**config.mk**
```make
export PLATFORM = sky130hd
export DESIGN_NAME = hub_port_power_config
export DESIGN_NICKNAME = d
export VERILOG_FILES = /design/src/port_power_pkg.sv /design/src/hub_port_power_config.sv
export SDC_FILE = /design/constraint.sdc
export NUM_CORES = 1
export LEC_CHECK = 0
export ABC_AREA = 1
export BUFFER_PORTS_ARGS = -buffer_cell sky130_fd_sc_hd__buf_2
export CORE_MARGIN = 2
export CORE_UTILIZATION = 43
export DETAILED_ROUTE_END_ITERATION = 7
export PLACE_DENSITY = 0.73
export SKIP_CTS_REPAIR_TIMING = 1
export SYNTH_ARGS = -nofsm -noshare
export SYNTH_HDL_FRONTEND = slang
export SYNTH_SLANG_ARGS = --single-unit
```
**constraint.sdc**
```tcl
create_clock -name CLK -period 1.2 [get_ports CLK]
set_input_delay 0.36 -clock CLK [delete_from_list [all_inputs] [get_ports CLK]]
set_output_delay 0.36 -clock CLK [all_outputs]
set_load 0.05 [all_outputs]
```
**src/port_power_pkg.sv**
```systemverilog
package port_power_pkg;

   localparam int          NUM_PORTS        = 4;
   localparam logic [7:0]  CHARGE_EN_OFFSET = 8'hD0;
   localparam logic [7:0]  CHARGE_EN_RESET  = 8'h00;
   localparam int          CHARGE_EN_LSB    = 1;
   localparam int          SYNC_STAGES      = 2;

   typedef enum logic [1:0] {
      CFG_DEFAULT_SELF = 2'h0,
      CFG_SMBUS        = 2'h1,
      CFG_DEFAULT_BUS  = 2'h2,
      CFG_EEPROM       = 2'h3
   } cfg_sel_e;

   // gray-coded along reset -> sample -> config -> run
   typedef enum logic [1:0] {
      ST_RESET  = 2'h0,
      ST_SAMPLE = 2'h1,
      ST_CONFIG = 2'h3,
      ST_RUN    = 2'h2
   } seq_state_e;

   typedef struct packed {
      logic       valid;
      logic [7:0] addr;
      logic [7:0] data;
   } reg_write_s;

   typedef struct packed {
      logic       self_powered;
      logic       strap_enabled;
      logic       individual_switch;
      logic       individual_sense;
      logic       external_cfg;
   } hub_mode_s;

endpackage : port_power_pkg

```
**src/hub_port_power_config.sv**
```systemverilog
// Overview of operation
// (RULE1) charging ports power on after configuration
// (RULE2) no wait for enumeration or vbus
// (RULE3) overcurrent drops that port's power enable
// (RULE4) re-enable only by host request or reset
// (RULE5) persistent short reported to attached host
// (RULE6) charge register bit n enables port n
// (RULE7) each enabled charging port drives power
// (RULE8) default mode takes charging from straps
// (RULE9) config select sampled right after reset
// (RULE10) code 00: self-powered default with straps
// (RULE11) code 10: default but bus-powered
// (RULE12) code 01: smbus host writes registers
// (RULE13) code 11: registers loaded from eeprom
// (RULE14) external modes ignore all straps
// (RULE15) internal modes apply strap options
// (RULE16) strap high means one, enables charging
// (RULE17) overcurrent latch held until host or reset
// (RULE18) power off during reset and configuration
`timescale 1ns/1ps
`default_nettype none

module hub_port_power_config
   import port_power_pkg::*;
#(
   parameter int PORTS = port_power_pkg::NUM_PORTS
) (
   input  wire logic                          CLK,
   input  wire logic                          SRST,
   input  wire logic [1:0]                    CFG_SEL,
   input  wire logic [PORTS:1]                CHARGE_ENABLE_STRAP,
   input  wire port_power_pkg::reg_write_s    CFG_WRITE,
   input  wire logic                          CFG_LOAD_DONE,
   input  wire logic [PORTS:1]                OVER_CURRENT,
   input  wire logic [PORTS:1]                HOST_POWER_REQ,
   input  wire logic                          HUB_ENUMERATED,
   input  wire logic                          UPSTREAM_VBUS_DETECT,
   output logic [PORTS:1]                     PORT_POWER_ENABLE,
   output logic [PORTS:1]                     OVER_CURRENT_REPORT,
   output logic [7:0]                         PORT_CHARGE_ENABLE,
   output port_power_pkg::hub_mode_s          HUB_MODE,
   output logic                               CONFIG_DONE
);
   import port_power_pkg::*;

   // select, strap, overcurrent and load-done pins synchronised before logic reads them
   logic [1:0]       cfg_meta_reg;
   logic [1:0]       cfg_sync_reg;
   logic [PORTS:1]   strap_meta_reg;
   logic [PORTS:1]   strap_sync_reg;
   logic [PORTS:1]   oc_meta_reg;
   logic [PORTS:1]   oc_sync_reg;
   logic             load_meta_reg;
   logic             load_sync_reg;

   seq_state_e       state_reg;
   seq_state_e       state_next;
   logic [1:0]       settle_reg;
   cfg_sel_e         sel_reg;
   hub_mode_s        mode_reg;
   hub_mode_s        mode_next;
   logic [7:0]       charge_reg;
   logic [PORTS:1]   oc_latch_reg;
   logic [PORTS:1]   host_on_reg;
   logic [PORTS:1]   power_reg;
   logic [PORTS:1]   report_reg;

   wire              is_external;
   wire              reg_hit;
   wire              settled;
   wire [PORTS:1]    charge_ports;
   wire [PORTS:1]    power_next;

   always_ff @(posedge CLK) begin
      cfg_meta_reg   <= CFG_SEL;
      cfg_sync_reg   <= cfg_meta_reg;
      strap_meta_reg <= CHARGE_ENABLE_STRAP;
      strap_sync_reg <= strap_meta_reg;
      oc_meta_reg    <= OVER_CURRENT;
      oc_sync_reg    <= oc_meta_reg;
      load_meta_reg  <= CFG_LOAD_DONE;
      load_sync_reg  <= load_meta_reg;
   end

   // pins need the synchroniser depth to be valid after release
   assign settled = (settle_reg == 2'(SYNC_STAGES));

   always_ff @(posedge CLK) begin
      if (SRST) begin
         settle_reg <= 2'h0;
      end else if (!settled) begin
         settle_reg <= settle_reg + 2'h1;
      end
   end

   assign is_external = sel_reg[0];                              // (RULE14)
   assign reg_hit     = CFG_WRITE.valid &&
                        (CFG_WRITE.addr == CHARGE_EN_OFFSET);

   always_comb begin
      state_next = state_reg;
      case (state_reg)
         ST_RESET: begin
            state_next = ST_SAMPLE;
         end
         ST_SAMPLE: begin
            if (settled) begin
               state_next = ST_CONFIG;                           // (RULE9)
            end
         end
         ST_CONFIG: begin
            if (!is_external || load_sync_reg) begin
               state_next = ST_RUN;
            end
         end
         ST_RUN: begin
            state_next = ST_RUN;
         end
         default: begin
            state_next = ST_RESET;
         end
      endcase
   end

   always_comb begin
      mode_next                   = '0;
      mode_next.individual_switch = 1'b1;                        // (RULE10)
      mode_next.individual_sense  = 1'b1;
      case (cfg_sel_e'(cfg_sync_reg))
         CFG_DEFAULT_SELF: begin
            mode_next.self_powered  = 1'b1;                      // (RULE10)
            mode_next.strap_enabled = 1'b1;
         end
         CFG_DEFAULT_BUS: begin
            mode_next.strap_enabled = 1'b1;                      // (RULE11)
         end
         CFG_SMBUS: begin
            mode_next.external_cfg  = 1'b1;                      // (RULE12)
         end
         CFG_EEPROM: begin
            mode_next.external_cfg  = 1'b1;                      // (RULE13)
         end
         default: begin
            mode_next = '0;
         end
      endcase
   end

   always_ff @(posedge CLK) begin
      if (SRST) begin
         state_reg <= ST_RESET;
         sel_reg   <= CFG_DEFAULT_SELF;
         mode_reg  <= '0;
      end else begin
         state_reg <= state_next;
         if (state_reg == ST_SAMPLE && settled) begin
            sel_reg  <= cfg_sel_e'(cfg_sync_reg);                // (RULE9)
            mode_reg <= mode_next;
         end
      end
   end

   // charging enable: straps in default modes, register otherwise
   always_ff @(posedge CLK) begin
      if (SRST) begin
         charge_reg <= CHARGE_EN_RESET;
      end else if (state_reg == ST_SAMPLE && settled &&
                   !cfg_sync_reg[0]) begin                       // (RULE15)
         charge_reg <= 8'({strap_sync_reg,                       // (RULE8)
                           1'b0});                               // (RULE16)
      end else if (reg_hit && is_external &&
                   state_reg != ST_SAMPLE) begin
         charge_reg <= CFG_WRITE.data;                           // (RULE12)
      end
   end

   assign charge_ports = charge_reg[CHARGE_EN_LSB +: PORTS];     // (RULE6)

   genvar p;
   generate
      for (p = 1; p <= PORTS; p++) begin : g_port
         // set by overcurrent wins over a host clear
         always_ff @(posedge CLK) begin
            if (SRST) begin
               oc_latch_reg[p] <= 1'b0;
               host_on_reg[p]  <= 1'b0;
            end else if (state_reg == ST_RUN) begin
               if (oc_sync_reg[p]) begin
                  oc_latch_reg[p] <= 1'b1;                       // (RULE17)
               end else if (HOST_POWER_REQ[p]) begin
                  oc_latch_reg[p] <= 1'b0;                       // (RULE4)
               end
               if (HOST_POWER_REQ[p] && HUB_ENUMERATED) begin
                  host_on_reg[p] <= 1'b1;
               end
            end
         end
      end
   endgenerate

   // no term on enumeration or vbus detect for charging ports
   assign power_next = (charge_ports | host_on_reg) &            // (RULE7)
                       ~oc_latch_reg & ~oc_sync_reg;             // (RULE3)

   always_ff @(posedge CLK) begin
      if (SRST) begin
         power_reg  <= '0;                                       // (RULE18)
         report_reg <= '0;
      end else begin
         power_reg  <= (state_reg == ST_RUN) ? power_next : '0;  // (RULE1)
         report_reg <= (state_reg == ST_RUN && HUB_ENUMERATED) ?  // (RULE2)
                       oc_sync_reg : '0;                         // (RULE5)
      end
   end

   assign PORT_POWER_ENABLE   = power_reg;
   assign OVER_CURRENT_REPORT = report_reg;
   assign PORT_CHARGE_ENABLE  = charge_reg;
   assign HUB_MODE            = mode_reg;
   assign CONFIG_DONE         = (state_reg == ST_RUN);

   // vbus detect kept as a port; charging power ignores it
   wire unused_vbus = UPSTREAM_VBUS_DETECT;                      // (RULE2)

endmodule : hub_port_power_config

`default_nettype wire

```
==> flow_summary_export.csv, run 1 <==
group,metric,value,unit
status,outcome,"finished, violations left",
status,violations,"negative setup slack",
finish,area_growth_syn_to_layout,49.3,%
finish,drive_above_1_share,0.446,
routing,drt-pass1-iter-count,4,
yosys,synthCells,189,
hold_path,min_path_type,"input pin to flop",
place,gp_congestion,0.747,
yosys,synthTopCellsByCount,"dfxtp_1, nor2_1, nand2_1, inv_1, nand3_1",
cts,clk_pin_slew_worst_paths,0.09,ns
place,port_buffers,56,
yosys,yosysSeqAreaShare,0.637,
place,post-place-ws,-0.121,ns
cts,cts_max_level,2,
grt,grt_max_degree,18,
cts,cts-buffers-inserted,5,
yosys,syn_nets,226,
yosys,synth_area,1730,sq um
worst_setup_path,required,1.45,ns
place,place_hpwl,2510,um
finish,fin_cells,321,
place,placed_cells,305,
floorplanning,core,3940,sq um
yosys,synth_cell_type_count,23,
sta,worst_pin_slew,0.281,ns
grt,grt_overflow_total,0,
routing,ant_nets,0,
grt,grt_pass1_wl,5490,um
yosys,yosys_warnings,0,
sta,max_slew_margin,0.812,
routing,drt_iter0_markers,49,
floorplanning,die_x,67.4,um
sta,whs,0.146,ns
place,postPlaceCellArea,2160,sq um
power_and_ir_drop,irDropWorstVdd,0.00109,V
yosys,synthArstFlopShare,0,
routing,drc,0,
routing,wl_per_cell,11.8,um
yosys,synthFlopType,"dfxtp_1",
finish,seqCellArea,1130,sq um
finish,antenna_cells,0,
worst_setup_path,arrival,1.61,ns
floorplanning,io_pins,58,
yosys,synth_edf_count,0,
floorplanning,dieHeight,67.4,um
cts,clk_path_buf_depth,2,
sta,setup_violations,13,
worst_setup_path,cp-start-kind,"flop",
grt,grt_pass1_vias,1329,
sta,skew,0.0109,ns
sta,grt_setup_unrepaired,"true",
finish,multi_input_area,567,sq um
routing,wirelength,3780,um
sta,hold_viol,0,
cts,cts_tree,"done",
routing,num_vias,1467,
finish,fin_nets,307,
worst_setup_path,cp_max_fo,5,
yosys,netlist_top_cells_area,"dfxtp_1, nor2_1, nand2_1",
sta,slew_viol_final,0,
power_and_ir_drop,powerDensity,1550,nW/um^2
sta,fin_crit_sh,1.14,
yosys,synth_largest_area_cell,"dfxtp_1",
floorplanning,dieArea,4540,sq um
power_and_ir_drop,p_leak,1.22,nW
grt,grt_usage,0.166,
yosys,synth.most_common_cell,"dfxtp_1",
finish,fillers,288,
sta,clock.fmax,731,MHz
cts,cts-root-buf,"clkbuf_8",
yosys,ys_ff_latch,55,
yosys,yosys.area.top_type_share,0.637,
grt,antenna_found_initial,0,
worst_setup_path,end_kind,"flop",
cts,clock_latency,0.31,ns
power_and_ir_drop,total_power,4.00,mW
sta,fin_crit,1.37,ns
cts,cts_sinks,55,
finish,finalInstanceArea,2580,sq um
yosys,syn_area_per_cell,9.15,sq um
job,maxCapViolCount,0,
worst_setup_path,critPathKind,"flop to flop",
finish,largest_reg_flops,8,
floorplanning,start_util,0.439,
routing,via_per_inst,4.57,
sta,setup_ws,-0.169,ns
floorplanning,num_rows,23,
## routing by layer
metal  GRT usage  vias up  part of all wire
met4      0.0842        0             0.032
met3      0.0567       14             0.042
met5           0        -                 0
li1            -      763                 -
met1       0.184      652              0.41
met2       0.283       38              0.52
## placed cells by master (no fill, tap or decap), types with 5 or more instances in the layout
| master | n |
|---|---|
| nand3_1 | 12 |
| dfxtp_2 | 14 |
| buf_4 | 18 |
| buf_6 | 16 |
| nor2_1 | 33 |
| buf_8 | 8 |
| clkbuf_8 | 6 |
| nand2_1 | 24 |
| inv_1 | 19 |
| dfxtp_1 | 38 |
| o21ai_0 | 5 |
| buf_2 | 34 |
## worst max-delay path: stages (launching register included)
cell and delay (ns):
dfxtp_2 0.33, inv_2 0.08, ha_4 0.15, nand2_4 0.05, nor2_4 0.15, nand2_4 0.10
buf_4 0.15, or2_0 0.20, a21oi_2 0.10
## worst paths after layout
check / startpoint / to / slack (ns) / depth (start not counted)
min: CHARGE_ENABLE_STRAP[4] / strap_meta_reg[4] / 0.15 / 1
min reg2reg: oc_meta_reg[2] / oc_sync_reg[2] / 0.33 / 0
max: settle_reg[0] / HUB_MODE[4] / -0.17 / 8
max reg2reg: settle_reg[0] / HUB_MODE[4] / -0.17 / 8
## report_power, final
part,switching [mW],internal (mW)
Clock,0.585,0.686
Sequential,0.0773,1.95
Combinational,0.387,0.315
Total,1.05,2.95
## metrics by stage
step | utilization | TNS, ns
after floorplan | - | -0.00234
after global placement | 0.548 | -0.757
after detailed placement | 0.548 | -0.940
after CTS | 0.579 | -2.99
after global routing | 0.655 | -2.74
final | 0.655 | -1.59
## cell type report
type                            instances  share of cell area
Sequential cell                        55               0.437
Multi-Input combinational cell        107               0.219
Tap cell                               50              0.0242
Clock inverter                          2              0.0150
Clock buffer                            6              0.0320
Inverter                               25              0.0373
Timing Repair Buffer                   76               0.234
## kinds of logic after synthesis
logic type / after synthesis / share of synthesized area
AND/OR/NAND/NOR: 83 / 0.213
buffers and inverters: 27 / 0.0651
adder cells (fa/ha/maj): 1 / 0.00723
flip-flops: 55 / 0.637
AO/OA/AOI/OAI: 23 / 0.0774
(Power assumes the default switching activity.)
==> run 2, diff against run 1 <==
--- a/config.mk
+++ b/config.mk
@@ -9,7 +9,9 @@
 export BUFFER_PORTS_ARGS = -buffer_cell sky130_fd_sc_hd__buf_2
 export CORE_MARGIN = 2
 export CORE_UTILIZATION = 43
+export CTS_CLUSTER_SIZE = 12
 export DETAILED_ROUTE_END_ITERATION = 7
+export MAX_ROUTING_LAYER = met4
 export PLACE_DENSITY = 0.73
 export SKIP_CTS_REPAIR_TIMING = 1
 export SYNTH_ARGS = -nofsm -noshare
==> flow_summary_export.csv, run 2 (synthesis results as in run 1) <==
group,metric,value,unit
finish,mostFrequentLayoutCells,"dfxtp_1, buf_2, nor2_1",
sta,grt_setup_unrepaired,"true",
finish,antenna_cells,0,
worst_setup_path,critPathKind,"flop to flop",
worst_setup_path,cp_max_fo,5,
sta,fin_crit,1.37,ns
worst_setup_path,end_kind,"flop",
cts,cts_sinks,55,
routing,drt_iter0_markers,66,
finish,fin_nets,307,
routing,ant_nets,0,
sta,skew,0.00929,ns
place,gp_congestion,0.756,
grt,grt_overflow_total,0,
routing,drt-pass1-iter-count,4,
routing,wirelength,3740,um
floorplanning,num_rows,23,
power_and_ir_drop,pwr-share-comb,0.175,
sta,clock.fmax,731,MHz
worst_setup_path,regToRegSetupSlack,-0.17,ns
worst_setup_path,cp_common_cell,"nand2_4",
worst_setup_path,r2r_start,"settle_reg[0]",
sta,setup_violations,13,
routing,wl_per_cell,11.7,um
power_and_ir_drop,seqPwrFrac,0.508,
power_and_ir_drop,internal_power,2.95,mW
routing,drc,0,
cts,cts_max_level,2,
place,port_buffers,56,
power_and_ir_drop,power.switching,1.04,mW
grt,grt_max_degree,18,
sta,max_slew_margin,0.818,
power_and_ir_drop,power_frac_clock,0.317,
power_and_ir_drop,powerDensity,1550,nW/um^2
power_and_ir_drop,sw_frac_of_total,0.261,
sta,slew_viol_final,0,
grt,grt_pass1_wl,5490,um
grt,grt_pass1_vias,1324,
power_and_ir_drop,p_leak,1.22,nW
worst_setup_path,arrival,1.61,ns
worst_setup_path,cp-start-kind,"flop",
cts,cts-buffers-inserted,5,
power_and_ir_drop,total_power,4.00,mW
finish,seqCellArea,1120,sq um
sta,finalSetupTns,-1.51,ns
floorplanning,die_x,67.4,um
grt,grt_usage,0.170,
finish,drive_above_1_share,0.439,
cts,clock_latency,0.31,ns
sta,fin_crit_sh,1.14,
routing,num_vias,1458,
grt,antenna_found_initial,0,
worst_setup_path,r2r_end,"HUB_MODE[4]",
power_and_ir_drop,irDropWorstVdd,0.00108,V
finish,multi_input_area,567,sq um
worst_setup_path,ff2ff_path_depth,8,
floorplanning,start_util,0.439,
status,violations,"negative setup slack",
place,place_hpwl,2510,um
finish,post-route-util,0.654,
cts,clk_pin_slew_worst_paths,0.09,ns
hold_path,holdPathEnd,"strap_meta_reg[4]",
job,maxCapViolCount,0,
worst_setup_path,critPathBufInv,2,
finish,largest_reg_flops,8,
hold_path,min-delay-start,"CHARGE_ENABLE_STRAP[4]",
cts,clk_path_buf_depth,2,
hold_path,hold_depth,1,
status,outcome,"finished, violations left",
floorplanning,io_pins,58,
cts,cts_tree,"done",
cts,cts-root-buf,"clkbuf_8",
floorplanning,core,3940,sq um
routing,via_per_inst,4.54,
hold_path,min_path_type,"input pin to flop",
worst_setup_path,crit_path_top_delay_cell,"dfxtp_2",
sta,setup_ws,-0.167,ns
sta,worst_pin_slew,0.271,ns
finish,layout_commonest_cell,"dfxtp_1",
worst_setup_path,worstPathCellList,"inv_2 -> ha_4 -> nand2_4 -> nor2_4 -> nand2_4 -> buf_4 -> or2_0 -> a21oi_2",
floorplanning,dieArea,4540,sq um
worst_setup_path,slowest_delay,0.33,ns
finish,fillers,288,
finish,area_growth_syn_to_layout,49.1,%
floorplanning,dieHeight,67.4,um
worst_setup_path,path_delay_family,"simple AND/OR/NAND/NOR gates",
worst_setup_path,required,1.45,ns
sta,hold_viol,0,
run 2: cell counts in the layout (fill, tap and decap cells not counted):
No cell type changed its count.
run 2: final cells by class:
| class | instances | area share |
|---|---|---|
| Sequential cell | 55 | 0.436 |
| Clock buffer | 6 | 0.0320 |
| Clock inverter | 2 | 0.0150 |
| Tap cell | 50 | 0.0243 |
| Inverter | 25 | 0.0374 |
| Timing Repair Buffer | 76 | 0.235 |
| Multi-Input combinational cell | 107 | 0.220 |
run 2: through the flow:
stage | hold slack, ns | std cells | setup slack [ns] | cell area, sq um
4_1_cts | 0.136 | 313 | -0.285 | 2280
2_1_floorplan | 0.310 | 189 | -0.00234 | 1750
3_5_place_dp | 0.313 | 305 | -0.121 | 2160
6_report | 0.146 | 321 | -0.167 | 2580
3_3_place_gp | 0.310 | 305 | -0.0870 | 2160
5_1_grt | 0.129 | 321 | -0.214 | 2580
run 2: worst max path at each step:
stage,cells after the start,startpoint,end
after floorplan,7,settle_reg[0],HUB_MODE[4]
after detailed placement,10,settle_reg[0],PORT_CHARGE_ENABLE[3]
final,8,settle_reg[0],HUB_MODE[4]
after CTS,4,state_reg[0],CONFIG_DONE
after global routing,10,settle_reg[0],PORT_CHARGE_ENABLE[2]
after global placement,10,settle_reg[0],PORT_CHARGE_ENABLE[7]
run 2: power by group through the flow:
stage                     Combinational, mW  Clock (mW)  Sequential, mW
after floorplan                       0.295           0            2.13
after global placement                0.559           0            2.05
after detailed placement              0.574           0            2.05
after CTS                             0.579        1.30            2.01
after global routing                  0.762        1.36            2.04
final                                 0.698        1.27            2.03
run 2: worst register-to-register path, stage by stage, from the launching register on:
cell and delay [ns]:
dfxtp_2 0.33, inv_2 0.07, ha_4 0.15, nand2_4 0.05, nor2_4 0.15, nand2_4 0.10
buf_4 0.15, or2_0 0.20, a21oi_2 0.10
run 2: per-layer routing:
| layer | global-route usage | up-vias | wire length (um) |
|---|---|---|---|
| li1 | - | 761 | - |
| met1 | 0.184 | 644 | 1520 |
| met2 | 0.283 | 42 | 1950 |
| met3 | 0.0517 | 11 | 183 |
| met4 | 0.0842 | 0 | 96 |
| met5 | - | - | 0 |
